[config.mk]
export PLATFORM = sky130hd
export DESIGN_NAME = rlfc_core
export DESIGN_NICKNAME = d
export VERILOG_FILES = /design/src/rtl/rlfc_pkg.sv /design/src/rtl/rlfc_core.sv
export SDC_FILE = /design/constraint.sdc
export NUM_CORES = 1
export LEC_CHECK = 0
export ABC_AREA = 0
export ABC_CLOCK_PERIOD_IN_PS = 3120
export BUFFER_PORTS_ARGS = -buffer_cell sky130_fd_sc_hd__buf_2
export CORE_ASPECT_RATIO = 1.25
export CORE_MARGIN = 2
export CORE_UTILIZATION = 45
export CTS_CLUSTER_DIAMETER = 30
export CTS_CLUSTER_SIZE = 24
export DETAILED_ROUTE_END_ITERATION = 16
export PLACE_DENSITY = 0.74
export SETUP_SLACK_MARGIN = 0.05
export SLEW_MARGIN = 15
export SYNTH_ARGS = -nofsm -noshare
export SYNTH_HDL_FRONTEND = slang
export SYNTH_SLANG_ARGS = --single-unit
[constraint.sdc]
create_clock -name clk_in -period 3.12 [get_ports clk_in]
set_input_delay 0.936 -clock clk_in [delete_from_list [all_inputs] [get_ports clk_in]]
set_output_delay 0.936 -clock clk_in [all_outputs]
set_load 0.05 [all_outputs]
[src/rtl/rlfc_pkg.sv]
// Function
// - lockout in remote state blocks front panel except service and channel keys
// - without lockout, front panel commands pass in remote and local
// - dropping remote enable clears lockout automatically
// - remote lamp lit while lockout and remote are both active
// - remote state expects bus commands and shows a remote indicator
// - attention indicator shown while the attention line is low
// - separate listen-addressed and talk-addressed indicators
// - received OUTPUT_HELD_FLAG suspends serial output and sets output held flag
// - received XON resumes serial output
// - nearly full input buffer sends OUTPUT_HELD_FLAG and sets input paused flag
// - more than three characters after our OUTPUT_HELD_FLAG sets the serial error flag
// - serial receive errors set the serial error flag
// - serial input buffer overflow sets the serial error flag
// - serial error flag sticks until debug mode goes off then on
// - debug trace holds recent command characters from both interfaces
// - status and trace stay visible in debug mode whatever menu is shown
// - go-to-local and local-lockout bus messages are both acted on
package rlfc_pkg;
  localparam logic [7:0] XON_CHAR = 8'h11;
  localparam logic [7:0] OUTPUT_HELD_FLAG_CHAR = 8'h13;
  localparam int LATE_CHAR_LIMIT = 3;
  localparam int FILL_HEADROOM = 3;
  localparam int TRACE_DEPTH = 16;
  localparam logic [3:0] ADDR_CTRL = 4'h0;
  localparam logic [3:0] ADDR_STATUS = 4'h1;
  localparam logic [3:0] ADDR_TRACE_BASE = 4'h2;
  localparam int CTRL_DEBUG_BIT = 0;
  localparam int CTRL_MENU_LSB = 1;

  typedef struct packed {
    logic remote;
    logic lockout;
    logic attention;
    logic listen;
    logic talk;
    logic serial_error_flag;
    logic output_held_flag;
    logic input_paused_flag;
  } rlfc_status_t;

  typedef struct packed {
    logic valid;
    logic [7:0] data;
  } rlfc_char_t;

  typedef enum logic [2:0] {
    RLFC_MSG_NONE,
    RLFC_MSG_GTL,
    RLFC_MSG_LLO
  } rlfc_msg_t;
endpackage

[src/rtl/rlfc_core.sv]
`timescale 1ns/1ps
module rlfc_core #(
  parameter int FIFO_DEPTH = 16
) (
  // clock, reset and global enable
  input wire logic clk_in,
  input wire logic rstn_in,
  input wire logic ce_in,
  // instrument bus lines and decoded messages
  input wire logic ren_in,
  input wire logic atn_n_in,
  input wire logic listen_addr_in,
  input wire logic talk_addr_in,
  input wire rlfc_pkg::rlfc_msg_t bus_msg_in,
  input wire rlfc_pkg::rlfc_char_t bus_char_in,
  // raw front panel keys
  input wire logic [9:0] panel_keys_in,
  // serial receive, buffer drain and transmit side
  input wire rlfc_pkg::rlfc_char_t rx_char_in,
  input wire logic rx_err_in,
  input wire logic rx_pop_in,
  input wire logic tx_busy_in,
  input wire rlfc_pkg::rlfc_char_t tx_data_in,
  // register bus slave
  input wire logic [3:0] avm_address,
  input wire logic avm_read,
  input wire logic avm_write,
  input wire logic [31:0] avm_writedata,
  output logic [31:0] avm_readdata,
  output logic avm_waitrequest,
  // gated keys, lamp and indicators
  output logic [9:0] panel_keys_out,
  output logic remote_lamp_out,
  output rlfc_pkg::rlfc_status_t status_out,
  output logic status_visible_out,
  // serial transmit and buffer level
  output rlfc_pkg::rlfc_char_t tx_char_out,
  output logic tx_ready_out,
  output logic [7:0] rx_level_out
);
  import rlfc_pkg::*;

  // flow control thresholds sized to this buffer depth
  localparam logic [7:0] FULL_MARK = 8'(FIFO_DEPTH - FILL_HEADROOM);
  localparam logic [7:0] DEPTH_W = 8'(FIFO_DEPTH);
  localparam logic [7:0] RESUME_MARK = 8'(FIFO_DEPTH / 2);
  localparam logic [2:0] LATE_W = 3'(LATE_CHAR_LIMIT);
  // service key and channel keys survive lockout
  localparam logic [9:0] KEEP_KEYS = 10'h01f;

  // remote interface state
  logic remote_q;
  logic lockout_q;
  // bus line indicators
  logic att_q;
  logic lis_q;
  logic tlk_q;
  // serial flags and debug control
  logic err_q;
  logic held_q;
  logic paused_q;
  logic debug_q;
  logic [1:0] menu_q;
  // input buffer fill and late characters after our output_held_flag
  logic [7:0] level_q;
  logic [2:0] late_q;
  // pending flow characters for the transmitter
  logic send_output_held_flag_q;
  logic send_xon_q;
  // command trace ring
  logic [7:0] trace_q [TRACE_DEPTH];
  logic [3:0] wr_idx_q;
  // register bus slave state
  logic ack_q;
  logic [31:0] rdata_q;
  // registered outputs
  logic [9:0] keys_q;
  logic lamp_q;
  rlfc_char_t tx_q;
  logic txr_q;
  // decoded per-cycle events
  logic rx_data;
  logic rx_push;
  logic new_char;
  logic lockout_on;
  logic late_hit;
  logic tx_done;
  logic ctrl_wr;
  logic [1:0] trace_word;
  rlfc_char_t cmd_char;

  // in-band flow characters are not data
  assign rx_data = rx_char_in.valid && rx_char_in.data != XON_CHAR
                   && rx_char_in.data != OUTPUT_HELD_FLAG_CHAR;
  // a data character is only stored while there is room
  assign rx_push = rx_data && level_q != DEPTH_W;
  // lockout only bites together with remote
  assign lockout_on = lockout_q && remote_q;
  // bus characters take the trace slot when both arrive together
  assign cmd_char = bus_char_in.valid ? bus_char_in : rx_char_in;
  assign new_char = bus_char_in.valid || rx_data;
  // the character beyond the allowed late ones, a single event
  assign late_hit = paused_q && rx_data && !send_output_held_flag_q && late_q == LATE_W;
  // transmitter has taken the character on the output
  assign tx_done = tx_q.valid && !tx_busy_in;
  // control register write taken this cycle
  assign ctrl_wr = avm_write && !ack_q && avm_address == ADDR_CTRL;
  // trace word addressed by the read
  assign trace_word = avm_address[1:0] + 2'h2;

  // remote state and lockout
  always_ff @(posedge clk_in or negedge rstn_in) begin
    if (!rstn_in) begin
      remote_q <= 1'b0;
      lockout_q <= 1'b0;
    end else if (ce_in) begin
      // remote enable dropped: leave remote, cancel lockout
      if (!ren_in) begin
        remote_q <= 1'b0;
        lockout_q <= 1'b0;
      end else begin
        // go-to-local wins over a fresh listen address
        if (bus_msg_in == RLFC_MSG_GTL) begin
          remote_q <= 1'b0;
        end else if (listen_addr_in) begin
          remote_q <= 1'b1;
        end
        // lockout latches until remote enable drops
        if (bus_msg_in == RLFC_MSG_LLO) begin
          lockout_q <= 1'b1;
        end
      end
    end
  end

  // bus line indicators
  always_ff @(posedge clk_in or negedge rstn_in) begin
    if (!rstn_in) begin
      att_q <= 1'b0;
      lis_q <= 1'b0;
      tlk_q <= 1'b0;
    end else if (ce_in) begin
      // attention shown inverted from the active-low line
      att_q <= !atn_n_in;
      // addressing flags follow the decoded lines
      lis_q <= listen_addr_in;
      tlk_q <= talk_addr_in;
    end
  end

  // front panel gating and lamp
  always_ff @(posedge clk_in or negedge rstn_in) begin
    if (!rstn_in) begin
      keys_q <= 10'h000;
      lamp_q <= 1'b0;
    end else if (ce_in) begin
      // bit 0 service request, bits 1..4 channel keys
      keys_q <= lockout_on ? (panel_keys_in & KEEP_KEYS) : panel_keys_in;
      lamp_q <= lockout_on;
    end
  end

  // received XON/OUTPUT_HELD_FLAG pacing of our output
  always_ff @(posedge clk_in or negedge rstn_in) begin
    if (!rstn_in) begin
      held_q <= 1'b0;
    end else if (ce_in && rx_char_in.valid) begin
      // only flow characters change the hold
      if (rx_char_in.data == OUTPUT_HELD_FLAG_CHAR) begin
        held_q <= 1'b1;
      end else if (rx_char_in.data == XON_CHAR) begin
        held_q <= 1'b0;
      end
    end
  end

  // input buffer fill level
  always_ff @(posedge clk_in or negedge rstn_in) begin
    if (!rstn_in) begin
      level_q <= 8'h00;
    end else if (ce_in) begin
      // push and pop together leave a non-empty level alone
      if (rx_push && !(rx_pop_in && level_q != 8'h00)) begin
        level_q <= level_q + 8'h01;
      end else if (!rx_push && rx_pop_in && level_q != 8'h00) begin
        // a pop from an empty buffer is ignored
        level_q <= level_q - 8'h01;
      end
    end
  end

  // our OUTPUT_HELD_FLAG/XON requests and late character count
  always_ff @(posedge clk_in or negedge rstn_in) begin
    if (!rstn_in) begin
      paused_q <= 1'b0;
      send_output_held_flag_q <= 1'b0;
      send_xon_q <= 1'b0;
      late_q <= 3'h0;
    end else if (ce_in) begin
      // buffer nearly full: pause the host
      if (!paused_q && level_q >= FULL_MARK) begin
        paused_q <= 1'b1;
        send_output_held_flag_q <= 1'b1;
        late_q <= 3'h0;
      end else if (paused_q && level_q <= RESUME_MARK && !send_output_held_flag_q) begin
        // drained to half: let the host resume
        paused_q <= 1'b0;
        send_xon_q <= 1'b1;
      end else if (paused_q && rx_data && !send_output_held_flag_q && late_q != 3'h7) begin
        // count data arriving after our output_held_flag went out
        late_q <= late_q + 3'h1;
      end
      // a request ends once its character is taken
      if (tx_done) begin
        if (tx_q.data == OUTPUT_HELD_FLAG_CHAR) begin
          send_output_held_flag_q <= 1'b0;
        end else if (tx_q.data == XON_CHAR) begin
          send_xon_q <= 1'b0;
        end
      end
    end
  end

  // transmit mux: flow chars bypass the hold
  always_ff @(posedge clk_in or negedge rstn_in) begin
    if (!rstn_in) begin
      tx_q <= '0;
      txr_q <= 1'b1;
    end else if (ce_in) begin
      if (!tx_q.valid || !tx_busy_in) begin
        // flow characters jump the queue and ignore the hold
        if (send_output_held_flag_q && !(tx_q.valid && tx_q.data == OUTPUT_HELD_FLAG_CHAR)) begin
          tx_q <= '{valid: 1'b1, data: OUTPUT_HELD_FLAG_CHAR};
        end else if (send_xon_q && !(tx_q.valid && tx_q.data == XON_CHAR)) begin
          tx_q <= '{valid: 1'b1, data: XON_CHAR};
        end else if (tx_data_in.valid && !held_q) begin
          tx_q <= tx_data_in;
        end else begin
          // empty slot when nothing may go out
          tx_q <= '0;
        end
      end
      // ready only when nothing blocks ordinary data
      txr_q <= !held_q && !send_output_held_flag_q && !send_xon_q;
    end
  end

  // sticky serial error, cleared on debug off-to-on
  // a set in the same cycle wins over the clear
  always_ff @(posedge clk_in or negedge rstn_in) begin
    if (!rstn_in) begin
      err_q <= 1'b0;
    end else if (ce_in) begin
      if (rx_err_in) begin
        err_q <= 1'b1;
      end else if (rx_data && level_q == DEPTH_W) begin
        err_q <= 1'b1;
      end else if (late_hit) begin
        err_q <= 1'b1;
      end else if (ctrl_wr && avm_writedata[CTRL_DEBUG_BIT] && !debug_q) begin
        err_q <= 1'b0;
      end
    end
  end

  // command trace ring
  always_ff @(posedge clk_in or negedge rstn_in) begin
    if (!rstn_in) begin
      wr_idx_q <= 4'h0;
    end else if (ce_in && new_char) begin
      // ring index wraps at the trace depth
      wr_idx_q <= wr_idx_q + 4'h1;
    end
  end

  // one flop byte per slot, written at the ring index
  for (genvar i = 0; i < TRACE_DEPTH; i++) begin : g_trace
    always_ff @(posedge clk_in or negedge rstn_in) begin
      if (!rstn_in) begin
        trace_q[i] <= 8'h00;
      end else if (ce_in && new_char && wr_idx_q == 4'(i)) begin
        trace_q[i] <= cmd_char.data;
      end
    end
  end

  // avalon slave: one wait cycle, then ack
  always_ff @(posedge clk_in or negedge rstn_in) begin
    if (!rstn_in) begin
      ack_q <= 1'b0;
      debug_q <= 1'b0;
      menu_q <= 2'h0;
      rdata_q <= 32'h0;
    end else if (ce_in) begin
      // ack high for one cycle per taken request
      ack_q <= (avm_read || avm_write) && !ack_q;
      // register writes land at the taking edge
      if (ctrl_wr) begin
        debug_q <= avm_writedata[CTRL_DEBUG_BIT];
        menu_q <= avm_writedata[CTRL_MENU_LSB +: 2];
      end
      // read data captured for the answer cycle
      if (avm_read && !ack_q) begin
        if (avm_address == ADDR_CTRL) begin
          rdata_q <= {29'h0, menu_q, debug_q};
        end else if (avm_address == ADDR_STATUS) begin
          // level above the eight flags, remote flag highest
          rdata_q <= {16'h0, level_q,
                      remote_q, lockout_q, att_q, lis_q,
                      tlk_q, err_q, held_q, paused_q};
        end else if (avm_address >= ADDR_TRACE_BASE
                     && avm_address < ADDR_TRACE_BASE + 4'h4) begin
          // four trace bytes per word, lowest slot in the low byte
          rdata_q <= {trace_q[{trace_word, 2'h3}],
                      trace_q[{trace_word, 2'h2}],
                      trace_q[{trace_word, 2'h1}],
                      trace_q[{trace_word, 2'h0}]};
        end else begin
          rdata_q <= 32'h0;
        end
      end
    end
  end

  // waitrequest drops in the cycle after the request is taken
  // it must answer within the cycle, so it alone is not a flop
  assign avm_waitrequest = (avm_read || avm_write) && !ack_q;
  // registered outputs straight from their flops
  assign avm_readdata = rdata_q;
  assign panel_keys_out = keys_q;
  assign remote_lamp_out = lamp_q;
  // status shown independent of menu while debug on
  assign status_out = '{
    remote: remote_q,
    lockout: lockout_q,
    attention: att_q,
    listen: lis_q,
    talk: tlk_q,
    serial_error_flag: err_q,
    output_held_flag: held_q,
    input_paused_flag: paused_q
  };
  assign status_visible_out = debug_q;
  // serial side outputs
  assign tx_char_out = tx_q;
  assign tx_ready_out = txr_q;
  assign rx_level_out = level_q;
endmodule

== Word level (Yosys, flattened, before mapping) ==
Index checks and enable logic that the tools add are counted.

* Equality and inequality tests: 31
* Bitwise logic cells: 4
* Muxes and demuxes: 46
* $lt $le $gt $ge: 8
* Add/sub/neg operators: 5
* Reductions and logical operators: 83

{| class="wikitable"
|+ Operators by type and width
! operator !! count
|-
| $bmux W8 S4 || 4
|-
| $mux W32 || 3
|-
| $mux W8 || 11
|-
| $logic_and A1 B1 Y1 || 49
|-
| $eq A8 B5 Y1 const B || 5
|-
| $eq A4 B4 Y1 const B || 8
|-
| $mux W9 || 3
|-
| $ne A8 B5 Y1 const B || 3
|-
| $mux W1 || 21
|-
| $ge A5 B5 Y1 const B || 4
|-
| $not A4 Y5 || 4
|-
| $reduce_and A2 Y1 || 9
|-
| $eq A4 B3 Y1 const B || 4
|-
| $logic_not A1 Y1 || 13
|-
| $mux W10 || 1
|-
| $mux W3 || 3
|-
| $add A8 B1 Y8 const B || 1
|-
| $eq A4 B1 Y1 const B || 2
|-
| $eq A4 B2 Y1 const B || 2
|-
| $ge A8 B4 Y1 const B || 1
|-
| $le A8 B4 Y1 const B || 1
|-
| $logic_not A4 Y1 || 2
|-
| $reduce_bool A2 Y1 || 4
|-
| $reduce_bool A8 Y1 || 1
|-
| 15 further kinds || 18
|}

* Bits in registers: 210
* Bits of input ports: 88

== Logic depth before layout (Yosys ltp) ==
Gate-level depths: netlist of run 1.

* Depth after elaboration: 9
* Depth in mapped cells: 10
* Depth with buffers taken out: 9

== Worst setup path before layout of run 1 ==
Ideal clock, no wire load.

* Path kind: register to register
* Start: register level_q[0], in the netlist rx_level_out[0]
* End: register level_q[6], in the netlist rx_level_out[6]
* Data arrival time: 3.047 ns
* Slack: -0.052 ns
* Path buffers: 1
* Clock period less this slack: 3.172 ns
* Cell stages (with the launch flop): 11
* Cells stage by stage: dfrtp_1 > buf_6 > or4_4 > o21ai_1 > nand3_1 > fa_1 > a21o_1 > a21oi_1 > or4_1 > nand4_1 > mux2_4

* Cells in the longest elaborated chain, start to end: 7

{| class="wikitable"
|+ RTL lines
! element !! RTL line !! source
|-
| start: declaration || rlfc_core.sv:65 || <nowiki>logic [7:0] level_q;</nowiki>
|-
| start signal: assignment || rlfc_core.sv:184 || <nowiki>level_q <= level_q + 8'h01;</nowiki>
|-
| start signal: assignment || rlfc_core.sv:187 || <nowiki>level_q <= level_q - 8'h01;</nowiki>
|-
| parallel branches: the longest is 7 deep, another holds $sub A8 B1 Y8 || -- ||
|}

Parallel ways; which one is timed is not known. The select of a mux whose other input is x is not followed.
A chain may end at the register's enable or synchronous reset.

== Worst setup path in the final report of run 1 ==
* Start: register level_q[7], in the netlist rx_level_out[7]
* End: register level_q[7], in the netlist rx_level_out[7]

Same word-level chain as after synthesis.

==> run metrics, run 1 <==
syn nets=972; met2 track demand over resource=38.5%; worst hold slack=0.461 ns; Routed Antenna Nets=0; Startpoint Class=flop; worst r2r dst=rx_level_out[7]$_DFFE_PN0P_; DR vias/cell=5.55; GRT Total Usage=22.0%; Core Util, Final=57.6%; gr ovfl total=0; Core Footprint=20700 µm²; DRC viols=0; worst relative slew slack=34.1%; Detail Placement HPWL=15900 µm; pin count of the biggest net entering global routing=73; met1 GRT Util=28.2%; maxcap violations=0; net switching power=4180 µW; Die Width=134 µm; Setup Buffers After CTS=0; RePlAce Congestion=0.837; number of global-route vias before repair=7387; final wirelength=24100 µm; most common cell after layout, fill and taps aside=dfrtp_1; CTS Sinks=210; critical path class=flop to flop; DIE AREA=22200 µm²; cells after synthesis=870; TritonCTS clock tree=done; final hold viol count=0; Worst-Margin Slew=0.985 ns; Final Max Tran Viols=0; Max Clock Freq=0.350 GHz; global-route wire length before repair=38800 µm; # IOs=159; Worst EP required=3.53 ns; crit end category=flop; Root Buffer=clkbuf_16; crit path DAT=3.27 ns; H-tree Lvls=2; min Tclk post-route=2.85 ns; register area share after synthesis=55.5%; Synthesis Warnings=0; number of gates resized after cts=0; most used routing layer=met2; Final Setup Violations=0; hold buffers post-CTS=0; skew final=0.0290 ns; register share of total power=35.8%; RSZ-0062 raised after global routing=no; Clk Latency, worst-skew pair=0.51 ns; antenna cells=0; FF-to-FF Start=rx_level_out[7]$_DFFE_PN0P_; number of DRC markers in iteration 0=413; Syn Std Cell Area=9470 µm²; DR WL/cell=18.0 µm; Die H=166 µm; Post-synth EDFFs=0; fin crit share=91.5%; Port Buf Inserts=129; Pleak=0.00568 µW; Logic pwr share=30.8%; Synth Register Bits=210; Clock Power Share=33.4%; initial antenna violation count=0; Vias=7419; GR Util met3=3.27%; PwrDens=1000 nW/µm²; row count=59; Netlist cell types=55; most frequent cells in the layout=dfrtp_1 (208), nand2_1 (177), o21ai_0 (169); per-instance average area after synthesis=10.9 µm²; status=completed; Clock Tree Buf Depth=3; Worst R2R Path Depth=10; maximum vdd drop=593 µV; fillcell total=1681; ratio of cells with drive above 1 in the final layout=28.9%; total CTS buffers=35; ys async rst share=100%; Synth Flop Type=dfrtp_1; switching share of power=34.8%; Final nets=1137; Hold WC Path Type=input port to asynchronous set/reset pin; FF-to-FF setup slack=0.27 ns; Pint=7840 µW; CP Max Fanout=5; Area Growth Syn to Fin=26.3%; Pre-antenna DRT Iters=5; Initial Util=45.6%; clk slew on worst S/H paths=0.05 ns
-- final cells by class --
type | instances | area, µm² | area share, %
flip-flops and latches | 210 | 5260 | 44.0
well taps | 274 | 343 | 2.87
multi-input cells | 581 | 3880 | 32.5
inverters | 17 | 63.8 | 0.534
clock buffers | 46 | 988 | 8.27
repair buffers | 190 | 1160 | 9.72
clock inverters | 18 | 259 | 2.17
-- worst max path at each step --
stage | startpoint | end | depth (start not counted)
global route | rx_level_out[6]$_DFFE_PN0P_ | rx_level_out[7]$_DFFE_PN0P_ | 10
global placement | rx_char_in[0] | rx_level_out[7]$_DFFE_PN0P_ | 12
CTS | rx_level_out[7]$_DFFE_PN0P_ | rx_level_out[7]$_DFFE_PN0P_ | 10
floorplan | rx_char_in[0] | rx_level_out[6]$_DFFE_PN0P_ | 10
finish | rx_level_out[7]$_DFFE_PN0P_ | rx_level_out[7]$_DFFE_PN0P_ | 10
detailed placement | rx_char_in[4] | rx_level_out[7]$_DFFE_PN0P_ | 12
-- critical path, stage by stage, from the launching register on --
cell and delay (ns):
dfrtp_1 0.36, or4_1 0.57, o21ai_2 0.24, nand3_2 0.18
buf_12 0.18, ha_1 0.35, a21oi_1 0.10, nor3b_1 0.15
a221o_1 0.31, o22ai_1 0.18, xor2_1 0.15
-- state kept, by name, indices dropped and copies added (netlist names), 2 cells and up --
| name | count |
|---|---|
| trace_q | 128 |
| avm_readdata | 32 |
| panel_keys_out | 10 |
| tx_char_out | 9 |
| rx_level_out | 8 |
| wr_idx_q | 4 |
| late_q | 3 |
| menu_q | 2 |
-- routing by layer --
metal	vias up	wire, µm
li1	3442	-
met1	3671	9760
met2	263	12500
met3	43	1250
met4	0	550
met5	-	0
-- power groups by stage --
stage	Combinational (µW)	Sequential (µW)	Clock, µW
after detailed placement	3680	4300	0
final	3700	4300	4010
after global routing	4060	4420	4190
after CTS	3720	4290	4060
after floorplan	1900	4910	0
after global placement	3540	4250	0
-- synth_stat cells (6+ instances only) --
cell	count	area, µm²
a22oi_1	16	120
inv_1	17	63.8
buf_4	8	60.1
xnor2_1	8	70.1
a21oi_1	16	80.1
o2111ai_1	16	140
mux2i_1	14	140
clkbuf_1	40	150
a22o_1	18	158
mux2_2	12	135
dfrtp_1	209	5230
mux2_4	6	90.1
nand3_1	9	45.0
o21ai_0	169	846
ha_1	13	163
nand2_1	177	664
mux4_2	29	653
nor2_1	14	52.6
buf_2	6	30.0
-- per-stage QoR --
step	setup TNS, ns	power [µW]	cells	setup slack, ns	instance area [µm²]
final	0	12000	1336	0.266	12000
after global routing	0	12700	1336	0.0979	12000
after CTS	0	12100	1336	0.204	11900
after detailed placement	-0.380	7980	1272	-0.152	10700
after global placement	-0.199	7790	1272	-0.120	10700
after floorplan	0	6810	870	0.0838	9470
-- cell families after synthesis --
| logic type | count (synthesis) | synth area share, % |
|---|---|---|
| mux | 61 | 10.8 |
| flops | 210 | 55.5 |
| fa+ha+maj | 14 | 1.93 |
| xor+xnor | 10 | 0.925 |
| compound gates | 263 | 16.5 |
| buf+inv | 79 | 3.70 |
| simple gates | 233 | 10.6 |
Power figures use the tool's default switching activity.
==> inputs of run 2 (changes only) <==
--- a/config.mk
+++ b/config.mk
@@ -14,7 +14,9 @@
 export CTS_CLUSTER_DIAMETER = 30
 export CTS_CLUSTER_SIZE = 24
 export DETAILED_ROUTE_END_ITERATION = 16
+export HOLD_SLACK_MARGIN = 0.08
 export PLACE_DENSITY = 0.74
+export REMOVE_ABC_BUFFERS = 1
 export SETUP_SLACK_MARGIN = 0.05
 export SLEW_MARGIN = 15
 export SYNTH_ARGS = -nofsm -noshare
==> run 2 against run 1 <==
  * Sequential cell count did not move
  * Cell area rose by 0.12%
  * Critical path depth did not move
  * Maximum frequency fell by 2.3%
  * Core utilization rose by 0.066 points
  * Critical path type unchanged
==> run metrics, run 2 (synthesized netlist as in run 1, its figures left out) <==
crit path max-delay cell type=or4_1 (unchanged); Die Width=134 µm (unchanged); RSZ-0062 raised after global routing=no (unchanged); TritonCTS clock tree=done (unchanged); Largest Register=trace_q (unchanged); most frequent CP cell=or4_1; switching share of power=34.2% (was 34.8%); register share of total power=35.9% (was 35.8%); Port Buf Inserts=129 (unchanged); row count=59 (unchanged); RePlAce Congestion=0.827 (was 0.837); Core Util, Final=57.7% (was 57.6%); Max Clock Freq=0.342 GHz (was 0.350 GHz); final hold viol count=0 (unchanged); maximum vdd drop=660 µV (was 593 µV); FF-to-FF setup slack=0.20 ns (was 0.27 ns); maxcap violations=0 (unchanged); number of global-route vias before repair=7584 (was 7387); Pre-antenna DRT Iters=5 (unchanged); Die H=166 µm (unchanged); Clock Power Share=33.5% (was 33.4%); total CTS buffers=36 (was 35); initial antenna violation count=0 (unchanged); net switching power=4090 µW (was 4180 µW); gr ovfl total=0 (unchanged); Clk Latency, worst-skew pair=0.50 ns (was 0.51 ns); Final Setup Violations=0 (unchanged); Setup Buffers After CTS=0 (unchanged); most frequent cells in the layout=dfrtp_1 (209), nand2_1 (176), o21ai_0 (169) (was dfrtp_1 (208), nand2_1 (177), o21ai_0 (169)); fillcell total=1716 (was 1681); Pleak=0.00571 µW (was 0.00568 µW); H-tree Lvls=2 (unchanged); Vias=7321 (was 7419); # IOs=159 (unchanged); crit path DAT=3.29 ns (was 3.27 ns); min Tclk post-route=2.92 ns (was 2.85 ns); worst relative slew slack=32.4% (was 34.1%); Worst-Margin Slew=1.01 ns (was 0.985 ns); Detail Placement HPWL=15400 µm (was 15900 µm); most common cell after layout, fill and taps aside=dfrtp_1 (unchanged); PnR Total Power=12000 µW (about the same); clk slew on worst S/H paths=0.04 ns (was 0.05 ns); DIE AREA=22200 µm² (unchanged); Core Footprint=20700 µm² (unchanged); DRC viols=0 (unchanged); GRT Total Usage=21.5% (was 22.0%); Largest register FFs=128 (unchanged); Final nets=1142 (was 1137); Worst EP required=3.49 ns (was 3.53 ns); Logic pwr share=30.5% (was 30.8%); CTS Sinks=210 (unchanged); skew final=0.0193 ns (was 0.0290 ns); global-route wire length before repair=38500 µm (was 38800 µm); critical path cell sequence=or4_1 > o21ai_1 > nand3_1 > buf_4 > fa_1 > a21o_1 > a21oi_1 > or4_1 > nand4_1 > mux2_4 (was or4_1 > o21ai_2 > nand3_2 > buf_12 > ha_1 > a21oi_1 > nor3b_1 > a221o_1 > o22ai_1 > xor2_1); CP Max Fanout=5 (unchanged); pin count of the biggest net entering global routing=70 (was 73); DR vias/cell=5.47 (was 5.55); Initial Util=45.6% (unchanged); status=completed (unchanged); ratio of cells with drive above 1 in the final layout=28.9% (about the same); Routed Antenna Nets=0 (unchanged); Pint=7880 µW (was 7840 µW); Root Buffer=clkbuf_16 (unchanged); Worst path max stage delay=0.55 ns (was 0.57 ns); Startpoint Class=flop (unchanged); FF-to-FF Start=rx_level_out[7]$_DFFE_PN0P_ (unchanged); final wirelength=23100 µm (was 24100 µm); Hold WC Path Type=input port to asynchronous set/reset pin (unchanged); Worst R2R Path Depth=10 (unchanged); crit end category=flop (unchanged); Clock Tree Buf Depth=3 (unchanged); worst r2r dst=rx_level_out[6]$_DFFE_PN0P_ (was rx_level_out[7]$_DFFE_PN0P_); fin crit share=93.6% (was 91.5%); Final Max Tran Viols=0 (unchanged); critical path class=flop to flop (unchanged); Area Growth Syn to Fin=26.4% (was 26.3%); PwrDens=1000 nW/µm² (about the same); antenna cells=0 (unchanged); worst hold slack=0.404 ns (was 0.461 ns); DR WL/cell=17.3 µm (was 18.0 µm); hold buffers post-CTS=0 (unchanged); number of DRC markers in iteration 0=289 (was 413)
==> run 2: changes by cell type in the layout (fill, tap and decap cells not counted), moves of 2 or more <==
cell	change
clkbuf_8	-4
buf_4	+4
clkinv_2	+2
clkinvlp_4	-3
==> run 2: per-layer routing <==
layer	vias to the layer above	global-route usage (%)	wire, µm
met3	50	4.15	1270
met2	235	36.2	11600
met4	0	7.35	613
met1	3581	27.8	9700
met5	-	0	0
li1	3455	-	-
==> run 2: per-stage QoR <==
| stage | setup TNS [ns] | cell area (µm²) | cells | setup slack [ns] |
|---|---|---|---|---|
| floorplan | -3.13 | 9180 | 808 | -0.673 |
| global placement | -1.05 | 10700 | 1276 | -0.301 |
| detailed placement | -1.37 | 10700 | 1276 | -0.376 |
| CTS | 0 | 12000 | 1338 | 0.135 |
| global route | 0 | 12000 | 1338 | 0.0527 |
| finish | 0 | 12000 | 1338 | 0.199 |
==> run 2: repair_timing <==
action,4_1_cts,5_1_grt
endpoints found under the hold margin,0,0
gates resized for setup,0,1
setup endpoints to repair,0,1
==> run 2: critical path, delay by kind of cell, from the launching register on <==
family,cells,cell delay [ns]
adder cells (fa/ha/maj),1,0.38
AND/OR/NAND/NOR,4,0.98
buffers and inverters,1,0.19
flip-flops,1,0.36
AO/OA/AOI/OAI,3,0.62
multiplexers,1,0.27
==> run 2: power groups by stage <==
stage | logic, µW | clock network (µW) | registers, µW
2_1_floorplan | 1760 | 0 | 4960
3_3_place_gp | 3550 | 0 | 4250
3_5_place_dp | 3650 | 0 | 4320
4_1_cts | 3690 | 4070 | 4300
5_1_grt | 4070 | 4210 | 4420
6_report | 3650 | 4020 | 4300
==> run 2: how the worst max path moves through the flow <==
| stage | startpoint | to | slack [ns] |
|---|---|---|---|
| floorplan | rx_char_in[0] | rx_level_out[6]$_DFFE_PN0P_ | -0.67 |
| global placement | rx_char_in[3] | rx_level_out[7]$_DFFE_PN0P_ | -0.30 |
| detailed placement | rx_char_in[3] | rx_level_out[7]$_DFFE_PN0P_ | -0.38 |
| CTS | rx_char_in[3] | rx_level_out[7]$_DFFE_PN0P_ | 0.13 |
| global route | rx_level_out[7]$_DFFE_PN0P_ | rx_level_out[7]$_DFFE_PN0P_ | 0.05 |
| finish | rx_level_out[7]$_DFFE_PN0P_ | rx_level_out[6]$_DFFE_PN0P_ | 0.20 |
==> run 2: cell type report <==
type / instances / area (µm²) / area share (%)
repair buffers: 194 / 1190 / 9.96
well taps: 274 / 343 / 2.86
clock inverters: 18 / 272 / 2.27
flip-flops and latches: 210 / 5260 / 43.9
inverters: 17 / 63.8 / 0.533
clock buffers: 44 / 962 / 8.04
multi-input cells: 581 / 3880 / 32.4
